<file path="src/eps_pkg.sv">
// package: register map, vectors and source layout of the exception block
package eps_pkg;
    // ****************************************
    // register map (apb byte addresses)
    // ****************************************
    localparam logic [7:0] ADDR_PEND_LOW = 8'h00;
    localparam logic [7:0] ADDR_PEND_MID = 8'h04;
    localparam logic [7:0] ADDR_PEND_HIGH = 8'h08;
    localparam logic [7:0] ADDR_BRK_FLAG_CTRL = 8'h0c;
    localparam logic [7:0] ADDR_CPU_STATE = 8'h10;
    localparam logic [7:0] RESET_PEND = 8'h00;
    localparam logic [7:0] RESET_BRK_FLAG_CTRL = 8'h00;
    localparam int BIT_BREAK_CLEAR_EN = 0;
    // ****************************************
    // sources: index n is pending flag n (1..22)
    // ****************************************
    localparam int NUM_SRC = 22;
    localparam int SRC_CH0 = 3;
    localparam int SRC_ADC = 15;
    localparam int SRC_TIM2_OVF = 18;
    localparam int SRC_WAKEUP = 19;
    // ****************************************
    // vectors
    // ****************************************
    localparam logic [15:0] VEC_RESET = 16'hfffe;
    localparam logic [15:0] VEC_SWI = 16'hfffc;
    localparam logic [15:0] VEC_FLAG1 = 16'hfffa;
    localparam logic [15:0] VEC_STEP = 16'h0002;
    localparam logic [15:0] PC_HW_ADJUST = 16'h0001;
    typedef enum logic [1:0] {EPS_RUN, EPS_WAIT, EPS_STOP} eps_pwr_t;
    // vector of flag n: fffa minus two per step below flag 1; flag 2 gets fff8
    function automatic logic [15:0] eps_vector(input int n);
        eps_vector = VEC_FLAG1 - VEC_STEP * 16'(n - 1);
    endfunction
endpackage

</file>
<file path="src/eps_arbiter.sv">
// module: fixed priority pick among enabled pending sources
`timescale 1ns/1ps
module eps_arbiter import eps_pkg::*; #(
    parameter int N = NUM_SRC
) (
    input wire logic [N:1] req,
    output logic found,
    output logic [4:0] winner
);
    // ****************************************
    // lowest index wins
    // ****************************************
    always_comb begin
        found = 1'b0;
        winner = 5'h00;
        for (int i = N; i >= 1; i--) begin
            if (req[i]) begin
                found = 1'b1;
                winner = 5'(i);
            end
        end
    end
endmodule // eps_arbiter

</file>
<file path="src/eps_sync.sv">
// module: two flip-flop synchroniser for pin-level inputs
`timescale 1ns/1ps
module eps_sync #(
    parameter int W = 1
) (
    input wire logic mclk,
    input wire logic rst_b,
    input wire logic [W-1:0] d,
    output logic [W-1:0] q
);
    logic [W-1:0] meta_reg;
    always_ff @(posedge mclk or negedge rst_b) begin
        if (!rst_b) begin
            meta_reg <= '0;
            q <= '0;
        end else begin
            meta_reg <= d;
            q <= meta_reg;
        end
    end
endmodule // eps_sync

</file>
<file path="src/exception_priority_status.sv">
// module: exception priority, vector and pending-flag status logic
`timescale 1ns/1ps
module exception_priority_status import eps_pkg::*; #(
    parameter int N = NUM_SRC
) (
    input wire logic mclk,
    input wire logic rst_b,
    input wire logic psel,
    input wire logic penable,
    input wire logic pwrite,
    input wire logic [7:0] paddr,
    input wire logic [31:0] pwdata,
    output logic [31:0] prdata,
    output logic pready,
    output logic pslverr,
    input wire logic [N:1] srcFlag,
    input wire logic [N:1] srcEnable,
    input wire logic resetReq,
    input wire logic breakReq,
    input wire logic insnDone,
    input wire logic swiExec,
    input wire logic waitExec,
    input wire logic stopExec,
    input wire logic rtiExec,
    input wire logic [15:0] programCounter,
    input wire logic serviced,
    output logic takeReq,
    output logic [15:0] vectorAddr,
    output logic [15:0] stackedPc,
    output logic pushUpperIndex,
    output logic maskBit,
    output logic cpuClockEn,
    output logic periphClockEn,
    output logic flagClearAllow
);
    // ****************************************
    // pin-level inputs pass a synchroniser
    // ****************************************
    logic [N:1] flagSync;
    logic breakSync;
    eps_sync #(.W(N + 1)) u_sync (
        .mclk(mclk),
        .rst_b(rst_b),
        .d({breakReq, srcFlag}),
        .q({breakSync, flagSync})
    );
    // ****************************************
    // enabled requests and priority pick
    // ****************************************
    logic [N:1] enabledReq;
    logic hwFound;
    logic [4:0] hwWinner;
    assign enabledReq = flagSync & srcEnable;
    eps_arbiter #(.N(N)) u_arb (
        .req(enabledReq),
        .found(hwFound),
        .winner(hwWinner)
    );
    // ****************************************
    // state
    // ****************************************
    logic [7:0] pendLow_reg, pendLow_next;
    logic [7:0] pendMid_reg, pendMid_next;
    logic [7:0] pendHigh_reg, pendHigh_next;
    logic brkCtrl_reg, brkCtrl_next;
    logic inBreak_reg, inBreak_next;
    logic mask_reg, mask_next;
    logic latched_reg, latched_next;
    logic [4:0] latchedSrc_reg, latchedSrc_next;
    logic take_reg, take_next;
    logic [15:0] vec_reg, vec_next;
    logic [15:0] spc_reg, spc_next;
    eps_pwr_t pwr_reg, pwr_next;
    logic [31:0] rdata_reg, rdata_next;
    logic ready_reg, ready_next;
    logic err_reg, err_next;
    logic cpuEn_reg, cpuEn_next;
    logic periphEn_reg, periphEn_next;
    logic clrAllow_reg, clrAllow_next;
    logic apbAccess;
    assign apbAccess = psel && penable && !ready_reg;
    // ****************************************
    // status registers and break protection
    // ****************************************
    always_comb begin
        pendLow_next = {flagSync[6:1], 2'b00};
        pendMid_next = flagSync[14:7];
        pendHigh_next = flagSync[22:15];
        brkCtrl_next = brkCtrl_reg;
        inBreak_next = inBreak_reg;
        // a write lands at the edge where pready is sampled high
        if (psel && penable && ready_reg && pwrite
            && paddr == ADDR_BRK_FLAG_CTRL) begin
            brkCtrl_next = pwdata[BIT_BREAK_CLEAR_EN];
        end
        // break is left on return from the trap taken for it
        if (take_reg && vec_reg == VEC_SWI && breakSync) begin
            inBreak_next = 1'b1;
        end else if (rtiExec) begin
            inBreak_next = 1'b0;
        end
        clrAllow_next = !inBreak_next || brkCtrl_next;
    end
    // protection is a level; other modules gate both clear steps on it,
    // so a first step taken before break cannot finish inside it
    // ****************************************
    // exception sequencing
    // ****************************************
    always_comb begin
        mask_next = mask_reg;
        latched_next = latched_reg;
        latchedSrc_next = latchedSrc_reg;
        take_next = 1'b0;
        vec_next = vec_reg;
        spc_next = spc_reg;
        pwr_next = pwr_reg;
        if (!latched_reg && hwFound && !mask_reg) begin
            latched_next = 1'b1;
            latchedSrc_next = hwWinner;
        end
        if (latched_reg && mask_reg) begin
            latched_next = 1'b0;
        end
        if (resetReq) begin
            // every reset source lands on one vector, no ranking
            take_next = 1'b1;
            vec_next = VEC_RESET;
            mask_next = 1'b1;
            latched_next = 1'b0;
            pwr_next = EPS_RUN;
        end else if (breakSync && (insnDone || pwr_reg != EPS_RUN)) begin
            take_next = 1'b1;
            vec_next = VEC_SWI;
            spc_next = programCounter - PC_HW_ADJUST;
            mask_next = 1'b1;
            pwr_next = EPS_RUN;
        end else if (swiExec) begin
            take_next = 1'b1;
            vec_next = VEC_SWI;
            spc_next = programCounter;
            mask_next = 1'b1;
        end else if (latched_reg && !mask_reg
                     && (insnDone || pwr_reg != EPS_RUN)) begin
            take_next = 1'b1;
            vec_next = eps_vector(int'(latchedSrc_reg));
            spc_next = programCounter - PC_HW_ADJUST;
            mask_next = 1'b1;
            latched_next = 1'b0;
            pwr_next = EPS_RUN;
        end else if (waitExec) begin
            mask_next = 1'b0;
            pwr_next = EPS_WAIT;
        end else if (stopExec) begin
            mask_next = 1'b0;
            pwr_next = EPS_STOP;
        end else if (rtiExec) begin
            mask_next = 1'b0;
        end
        if (serviced) begin
            latched_next = 1'b0;
        end
        // clock gates are registered so the outputs leave a flip-flop
        cpuEn_next = pwr_next == EPS_RUN;
        periphEn_next = pwr_next != EPS_STOP;
    end
    // ****************************************
    // apb slave: one wait state, zero on unmapped
    // ****************************************
    always_comb begin
        ready_next = apbAccess;
        err_next = 1'b0;
        rdata_next = rdata_reg;
        if (apbAccess && !pwrite) begin
            unique case (paddr)
                ADDR_PEND_LOW: rdata_next = {24'h000000, pendLow_reg};
                ADDR_PEND_MID: rdata_next = {24'h000000, pendMid_reg};
                ADDR_PEND_HIGH: rdata_next = {24'h000000, pendHigh_reg};
                ADDR_BRK_FLAG_CTRL: rdata_next = {31'h00000000, brkCtrl_reg};
                ADDR_CPU_STATE: rdata_next = {28'h0000000, inBreak_reg,
                    mask_reg, 2'(pwr_reg)};
                default: rdata_next = 32'h00000000;
            endcase
        end
    end
    // ****************************************
    // registers
    // ****************************************
    always_ff @(posedge mclk or negedge rst_b) begin
        if (!rst_b) begin
            pendLow_reg <= RESET_PEND;
            pendMid_reg <= RESET_PEND;
            pendHigh_reg <= RESET_PEND;
            brkCtrl_reg <= RESET_BRK_FLAG_CTRL[0];
            inBreak_reg <= 1'b0;
            mask_reg <= 1'b1;
            latched_reg <= 1'b0;
            latchedSrc_reg <= 5'h00;
            take_reg <= 1'b0;
            vec_reg <= VEC_RESET;
            spc_reg <= 16'h0000;
            pwr_reg <= EPS_RUN;
            rdata_reg <= 32'h00000000;
            ready_reg <= 1'b0;
            err_reg <= 1'b0;
            cpuEn_reg <= 1'b1;
            periphEn_reg <= 1'b1;
            clrAllow_reg <= 1'b1;
        end else begin
            pendLow_reg <= pendLow_next;
            pendMid_reg <= pendMid_next;
            pendHigh_reg <= pendHigh_next;
            brkCtrl_reg <= brkCtrl_next;
            inBreak_reg <= inBreak_next;
            mask_reg <= mask_next;
            latched_reg <= latched_next;
            latchedSrc_reg <= latchedSrc_next;
            take_reg <= take_next;
            vec_reg <= vec_next;
            spc_reg <= spc_next;
            pwr_reg <= pwr_next;
            rdata_reg <= rdata_next;
            ready_reg <= ready_next;
            err_reg <= err_next;
            cpuEn_reg <= cpuEn_next;
            periphEn_reg <= periphEn_next;
            clrAllow_reg <= clrAllow_next;
        end
    end
    // ****************************************
    // outputs
    // ****************************************
    assign prdata = rdata_reg;
    assign pready = ready_reg;
    assign pslverr = err_reg;
    assign takeReq = take_reg;
    assign vectorAddr = vec_reg;
    assign stackedPc = spc_reg;
    // upper index stays off the stack for old code compatibility
    assign pushUpperIndex = 1'b0;
    assign maskBit = mask_reg;
    assign cpuClockEn = cpuEn_reg;
    assign periphClockEn = periphEn_reg;
    assign flagClearAllow = clrAllow_reg;
    // ****************************************
    // checks
    // ****************************************
    chk_swi_ignores_mask: assert property (
        @(posedge mclk) disable iff (!rst_b)
        swiExec && !resetReq && !breakSync |=> takeReq && vectorAddr == VEC_SWI
        && stackedPc == $past(programCounter))
        else $error("software trap not taken with its pc");
    chk_hw_pc_minus: assert property (
        @(posedge mclk) disable iff (!rst_b)
        takeReq && vectorAddr != VEC_SWI && vectorAddr != VEC_RESET
        |-> stackedPc == $past(programCounter) - PC_HW_ADJUST)
        else $error("hardware entry stacked wrong pc");
    chk_mask_blocks_hw: assert property (
        @(posedge mclk) disable iff (!rst_b)
        $past(mask_reg) && $past(!swiExec) && $past(!breakSync)
        && $past(!resetReq) |-> !takeReq)
        else $error("hardware source taken while masked");
    chk_wakeup_vector: assert property (
        @(posedge mclk) disable iff (!rst_b)
        take_next && latchedSrc_reg == 5'(SRC_WAKEUP) && !resetReq
        && !breakSync && !swiExec |=> vectorAddr == 16'hffd6)
        else $error("wakeup vector wrong");
    chk_low_zero_bits: assert property (
        @(posedge mclk) disable iff (!rst_b)
        pendLow_reg[1:0] == 2'b00 && pendHigh_reg == $past(flagSync[22:15]))
        else $error("status register contents wrong");
    chk_reset_top: assert property (
        @(posedge mclk) disable iff (!rst_b)
        resetReq |=> takeReq && vectorAddr == VEC_RESET && maskBit)
        else $error("reset not taken first");
    chk_wait_mask: assert property (
        @(posedge mclk) disable iff (!rst_b)
        waitExec && !resetReq && !breakSync && !swiExec && !take_next
        |=> !maskBit && !cpuClockEn && periphClockEn)
        else $error("wait entry wrong");
    chk_entry_sets_mask: assert property (
        @(posedge mclk) disable iff (!rst_b)
        takeReq |-> maskBit ##1 (maskBit || $past(rtiExec)
        || $past(waitExec) || $past(stopExec)))
        else $error("mask not set on entry");
    chk_break_protect: assert property (
        @(posedge mclk) disable iff (!rst_b)
        inBreak_reg && !brkCtrl_reg |-> !flagClearAllow)
        else $error("flags clearable in break");
endmodule // exception_priority_status

</file>
<file path="config.mk">
export PLATFORM = sky130hd
export DESIGN_NAME = exception_priority_status
export DESIGN_NICKNAME = d
export VERILOG_FILES = /design/src/eps_pkg.sv /design/src/eps_arbiter.sv /design/src/eps_sync.sv /design/src/exception_priority_status.sv
export SDC_FILE = /design/constraint.sdc
export NUM_CORES = 1
export LEC_CHECK = 0
export ABC_AREA = 1
export BUFFER_PORTS_ARGS = -buffer_cell sky130_fd_sc_hd__buf_2
export CORE_ASPECT_RATIO = 1.1
export CORE_MARGIN = 3
export CORE_UTILIZATION = 49
export DETAILED_ROUTE_END_ITERATION = 7
export HOLD_SLACK_MARGIN = 0.08
export PLACE_DENSITY = 0.83
export SLEW_MARGIN = 0
export SYNTH_ARGS = -nofsm -noshare
export SYNTH_HDL_FRONTEND = slang
export SYNTH_SLANG_ARGS = --single-unit
</file>
<file path="constraint.sdc">
create_clock -name mclk -period 1.75 [get_ports mclk]
set_input_delay 0.2625 -clock mclk [delete_from_list [all_inputs] [get_ports mclk]]
set_output_delay 0.2625 -clock mclk [all_outputs]
set_load 0.01 [all_outputs]
</file>
==> impl_metrics.csv, run 1 <==
group,metric,value,unit
clock_network,cts.sinks,115,
hold_path,worst_hold_path_type,"input pin to register",
synthesis,synth.avg_cell_area,10.1,µm²
routing,vias,3966,
floorplanning,die-area,0.0110,mm²
sta,slew_viol_final,0,
clock_network,path_clk_slew,0.05,ns
routing,via_per_inst,4.88,
synthesis,synth.area.top_cells,"dfrtp_1 (54%), nand2_1 (9.4%), dfstp_2 (6.0%), buf_4 (5.5%), nor2_1 (3.2%)",
sta,setup_viol,0,
clock_network,cts_tree,"built",
synthesis,seq_area_frac_synth,0.604,
sta,skew,0.00638,ns
placement,finalWeightedCongestion,0.886,
synthesis,synth_compound_area_frac,0.0730,
floorplanning,io_pins,185,
global_route,grt_pass1_wl,18.0,mm
critical_path,critPathKind,"register to register",
critical_path,r2r_cells,14,
sta,fmax,588,MHz
power_and_ir_drop,fin_total_pwr,7220,µW
synthesis,synthArstFlopShare,1.00,
floorplanning,core_area,0.00944,mm²
synthesis,ys_types,44,
routing,drt-wirelength-per-cell,14.8,µm
placement,place_inst,720,
hold_path,hp-start,"programCounter[0]",
sta,hold_viol_final,0,
routing,routed_wl,12.0,mm
critical_path,slowest_delay,0.38,ns
synthesis,yosys_most_used_dff,"dfrtp_1",
global_route,grt_pass1_vias,3969,
hold_path,worstHoldPathCells,3,
hold_path,min_to,"stackedPc[0]",
routing,drc,0,
cells_and_area,antenna_cells,0,
global_route,overflow,0,
clock_network,cts_root_buf,"clkbuf_8",
critical_path,cp_max_fo,3,
critical_path,crit_buf_inv,4,
synthesis,syn_inst,475,
cells_and_area,syn2layout_area_growth,41.2,%
clock_network,clockBufferDepth,2,
synthesis,synthMuxAreaShare,0,
synthesis,ys_ff_latch,115,
critical_path,required,2.14,ns
synthesis,yosys_warnings,0,
floorplanning,dieHeight,110,µm
routing,postRouteAntennaNets,0,
sta,rsz0062_at_grt,"true",
power_and_ir_drop,power-per-cell-area,1070,mW/mm²
critical_path,cp_cell_sequence,"inv_2, nand2_2, nand2_2, inv_2, nor2_4, inv_4, nand2_4, nor3_4, nand3_2, inv_2, nand2_2, nor3_2, xnor2_1, o21ai_1",
clock_network,htreeDepth,4,
clock_network,insertion_delay,0.51,ns
critical_path,startpoint_type,"register",
placement,place_ws,0.0187,ns
flow_run,maxCapViolCount,0,
sta,period_share,0.972,
global_route,gr-usage-all-layers,0.216,
synthesis,yosys.area_share.simple,0.185,
synthesis,synth_most_common_cell,"nand2_1",
sta,setup_slack,0.0489,ns
routing,drtIter0Drc,203,
placement,placed_cell_area,0.00552,mm²
power_and_ir_drop,irDropWorstVdd,845,µV
cells_and_area,layout.nets,798,
routing,firstDrtPassIters,4,
placement,hpwlAfterDp,7.88,mm
global_route,grt_max_degree,36,
critical_path,crit_arrival,2.09,ns
synthesis,synthAdderAreaFrac,0.00785,
cells_and_area,drive_above_1_share,0.341,
synthesis,synth_commonest_cells,"nand2_1 (120), dfrtp_1 (104), nor2_1 (41)",
critical_path,critical_path.top_delay_family,"simple AND/OR/NAND/NOR gates",
floorplanning,die_x,100,µm
synthesis,synth_top_family_by_area,"simple AND/OR/NAND/NOR gates",
synthesis,yosysTopAreaCellShare,0.544,
clock_network,cts_buffers,17,
floorplanning,std_cell_rows,37,
sta,fin_crit,1.70,ns
critical_path,rrSetupSlack,0.05,ns
placement,port_buffers,126,
global_route,antenna_found_initial,0,
synthesis,synth_top_area_cell,"dfrtp_1",
synthesis,synth_area,0.00478,mm²
cells_and_area,finalNonFillerCells,812,
synthesis,synth_edf_count,0,
critical_path,r2r-end,"stackedPc[12]",
power_and_ir_drop,leakage,0.00336,µW
floorplanning,initial_core_util,0.506,
critical_path,r2r-start,"pwr_reg[1]",
synthesis,synth-xor-area-share,0.0311,
critical_path,critPathSlowestCell,"dfrtp_1",
cells_and_area,design_area,0.00676,mm²
critical_path,cp-end-kind,"register",
status,status,"finished, final reports clean",
[timing repair]
item                                    4_1_cts  5_1_grt
setup buffers                                 1       14
gates resized for setup                       3       23
hold endpoints to repair                    140        0
pin swaps                                     2       11
endpoints found under the setup margin        1       24
hold buffers                                 45        0
gates cloned                                  0        1
[routing by layer]
layer | global-route usage | share of wire | up-vias
li1 | - | - | 1891
met1 | 0.241 | 0.38 | 1875
met2 | 0.393 | 0.53 | 164
met3 | 0.0546 | 0.059 | 36
met4 | 0.0876 | 0.029 | 0
met5 | 0 | 0 | -
[per-stage QoR]
stage / TNS [ns] / hold WS [ns] / utilization
2_1_floorplan: 0 / -0.0331 / -
3_3_place_gp: 0 / 0.213 / 0.584
3_5_place_dp: 0 / 0.217 / 0.584
4_1_cts: 0 / 0.0833 / 0.694
5_1_grt: -0.491 / 0.0973 / 0.715
6_report: 0 / 0.0997 / 0.715
[where the power goes]
group,internal (µW),switching [µW],leakage (µW)
Combinational,437,539,0.00172
Sequential,2850,101,0.00137
Clock,2100,1200,0.000271
[area by class of cell]
| class | count | area, µm² |
|---|---|---|
| flip-flops and latches | 115 | 2890 |
| fillers | 664 | 2690 |
| multi-input cells | 305 | 1600 |
| repair buffers | 201 | 1360 |
| clock buffers | 21 | 449 |
| inverters | 42 | 186 |
| well taps | 117 | 146 |
| clock inverters | 11 | 126 |
[worst max path at each step]
stage,startpoint,to,slack (ns),depth (start not counted)
CTS,latchedSrc_reg[0],vectorAddr[6],0.006,10
detailed placement,latchedSrc_reg[0],vectorAddr[6],0.02,11
global placement,pwr_reg[1],stackedPc[12],0.09,14
global route,u_sync.q[20],latchedSrc_reg[0],-0.15,22
finish,pwr_reg[1],stackedPc[12],0.05,14
floorplan,maskBit,stackedPc[10],0.06,7
[logic make-up (layout without fill, tap and decap cells)]
kind of cell,Yosys count,count (layout)
buffers and inverters,81,275
XOR/XNOR,17,17
adder cells (fa/ha/maj),3,3
AND/OR/NAND/NOR,200,200
AO/OA/AOI/OAI,58,58
flip-flops,115,115
other,1,27
[worst reg2reg max path, cell delays in order (launching register included)]
cell and delay (ns):
dfrtp_1 0.38, inv_2 0.06, nand2_2 0.07, nand2_2 0.06
inv_2 0.09, nor2_4 0.06, inv_4 0.07, nand2_4 0.06
nor3_4 0.15, nand3_2 0.11, inv_2 0.08, nand2_2 0.06
nor3_2 0.12, xnor2_1 0.13, o21ai_1 0.08
[layout by cell type, fill, tap and decap left out, types with 4 or more instances in the layout]
master and n:
nand2_1 115, xor2_1 11, xnor2_1 6, o21ai_1 20, clkinvlp_4 4, buf_2 124
nor3_1 6, conb_1 27, dfrtp_1 104, clkbuf_16 17, o21ai_0 4, inv_1 32
nand3_1 9, nand2_2 7, a21oi_1 11, inv_2 8, nand4_1 4, nor2_1 35
buf_4 28, dlygate4sd3_1 45, dfstp_2 11, nor2_2 5
Power figures use the tool's default switching activity.
==> run 2: changes to the inputs <==
Settings changed: ABC_CLOCK_PERIOD_IN_PS set to 2100, CORE_UTILIZATION 49 to 52, CTS_CLUSTER_SIZE set to 12, PLACE_DENSITY 0.83 to 0.87.
Clock period 1.75 ns to 2.1 ns, I/O delays scaled along.
==> run 2 against run 1 <==
Routed wire length decreased by 9.1%. Clock skew up 0.00080 ns. Global-route usage is 0.64 points higher. Largest cell class unchanged. Largest power group unchanged. Register-to-register slack improved by 0.03 ns. Core utilization shrank 0.61 points. Highest routed layer unchanged.
==> impl_metrics.csv, run 2 (same netlist as run 1, synthesis figures left out) <==
group,metric,value,unit
clock_network,cts_buffers,17,
hold_path,worst_hold_path_type,"input pin to register",
cells_and_area,seqCellArea,0.00289,mm²
power_and_ir_drop,power-per-cell-area,904,mW/mm²
critical_path,cp_max_fo,4,
placement,hpwlAfterDp,7.63,mm
sta,setup_viol,0,
floorplanning,core_area,0.00892,mm²
critical_path,crit_arrival,2.46,ns
global_route,grt_pass1_vias,3871,
global_route,antenna_found_initial,0,
power_and_ir_drop,power.switching,1550,µW
critical_path,cp_cell_sequence,"inv_1, and3_2, nor2_2, nand2_1, nor2_1, o41ai_1, dlygate4sd3_1",
cells_and_area,layout.nets,760,
routing,vias,3757,
routing,drtIter0Drc,298,
power_and_ir_drop,intPower,4170,µW
floorplanning,die_x,97.4,µm
routing,firstDrtPassIters,5,
cells_and_area,antenna_cells,0,
critical_path,critPathKind,"register to register",
sta,period_share,0.962,
sta,skew,0.00718,ns
sta,tns,0,ns
floorplanning,initial_core_util,0.536,
cells_and_area,final_cell_mix,"buf_2 (125), nand2_1 (120), dfrtp_1 (104)",
critical_path,cp-end-kind,"register",
floorplanning,dieHeight,107,µm
global_route,overflow,0,
sta,fmax,495,MHz
routing,drt-wirelength-per-cell,14.1,µm
critical_path,critical_path.top_delay_family,"simple AND/OR/NAND/NOR gates",
floorplanning,std_cell_rows,36,
clock_network,cts.sinks,115,
status,status,"finished, final reports clean",
critical_path,startpoint_type,"register",
placement,placed_cell_area,0.00544,mm²
sta,hold_ws,0.111,ns
cells_and_area,design_area,0.00632,mm²
critical_path,critPathSlowestCell,"dlygate4sd3_1",
cells_and_area,final_common_cell,"buf_2",
sta,fin_crit,2.02,ns
routing,drc,0,
cells_and_area,syn2layout_area_growth,32.2,%
clock_network,path_clk_slew,0.06,ns
clock_network,postCtsSetupRepairBufs,0,
clock_network,clockBufferDepth,2,
cells_and_area,multiInputGateArea,0.00153,mm²
critical_path,slowest_delay,0.56,ns
power_and_ir_drop,power_frac_comb,0.119,
cells_and_area,nFillCells,650,
sta,slew_viol_final,0,
floorplanning,die-area,0.0104,mm²
power_and_ir_drop,leakage,0.00315,µW
power_and_ir_drop,p_clk_frac,0.451,
placement,finalWeightedCongestion,0.914,
clock_network,insertion_delay,0.52,ns
flow_run,maxCapViolCount,0,
power_and_ir_drop,irDropWorstVdd,624,µV
routing,postRouteAntennaNets,0,
routing,routed_wl,10.9,mm
routing,via_per_inst,4.87,
floorplanning,io_pins,185,
power_and_ir_drop,swShare,0.271,
placement,port_buffers,126,
clock_network,cts_root_buf,"clkbuf_8",
clock_network,htreeDepth,4,
global_route,gr-usage-all-layers,0.222,
sta,rsz0062_at_grt,"false",
sta,relSlewSlack,0.573,
global_route,grt_max_degree,49,
power_and_ir_drop,power_frac_seq,0.429,
sta,hold_viol_final,0,
critical_path,required,2.54,ns
critical_path,crit_buf_inv,2,
clock_network,cts_tree,"built",
global_route,grt_pass1_wl,17.9,mm
cells_and_area,drive_above_1_share,0.297,
sta,tightest_slew,0.640,ns
run 2: cell types whose count changed in the layout (fill, tap and decap cells not counted), moves of 5 or more:
cell	delta
buf_4	-26
nand2_1	+5
dlygate4sd3_1	-12
nor2_1	+5
run 2: final timing paths:
check | from | endpoint | slack (ns) | cells past startpoint
min in group asynchronous | rst_b | stackedPc[6] | 0.40 | 2
worst min-delay path | programCounter[9] | stackedPc[9] | 0.11 | 3
max in group asynchronous | rst_b | u_sync.meta_reg[13] | 1.04 | 3
worst max register to register | maskBit | maskBit | 0.08 | 7
worst min register to register | u_sync.meta_reg[6] | u_sync.q[6] | 0.34 | 0
worst max-delay path | maskBit | maskBit | 0.08 | 7
run 2: cell type report:
cell class,instances,area share
clock buffer,18,0.0677
tap,114,0.0226
multi-input combinational,305,0.241
inverter,42,0.0295
sequential,115,0.457
timing repair buffer,163,0.163
clock inverter,14,0.0190
run 2: power by group through the flow:
| stage | sequential (µW) | clock [µW] | combinational, µW |
|---|---|---|---|
| after floorplan | 2500 | 0 | 359 |
| after global placement | 2480 | 0 | 609 |
| after detailed placement | 2490 | 0 | 629 |
| after CTS | 2450 | 2610 | 683 |
| after global routing | 2470 | 2730 | 772 |
| final | 2450 | 2580 | 683 |
run 2: per-layer routing:
| metal | share of wire | track usage | up-vias | wire length (µm) |
|---|---|---|---|---|
| met2 | 0.54 | 0.396 | 146 | 5880 |
| met5 | 0 | 0 | - | 0 |
| met3 | 0.067 | 0.0703 | 16 | 727 |
| li1 | - | - | 1821 | - |
| met1 | 0.38 | 0.244 | 1774 | 4140 |
| met4 | 0.015 | 0.0989 | 0 | 159 |
run 2: worst reg2reg max path, delay by kind of cell (launching register included):
family	cells	cell delay, ns
AO/OA/AOI/OAI	1	0.10
flip-flops	1	0.55
buffers and inverters	2	0.64
AND/OR/NAND/NOR	4	0.65
run 2: repair_timing:
action	CTS	global route
setup endpoints to repair	0	1
gates resized for setup	0	1
hold endpoints to repair	75	0
hold buffers	33	0
run 2: through the flow:
step / power (µW) / instances / setup WS, ns / util
finish: 5720 / 771 / 0.0801 / 0.709
global route: 5970 / 771 / 0.00698 / 0.709
CTS: 5750 / 771 / 0.0389 / 0.709
detailed placement: 3120 / 706 / 0.287 / 0.610
global placement: 3090 / 706 / 0.350 / 0.610
floorplan: 2860 / 501 / 0.411 / -
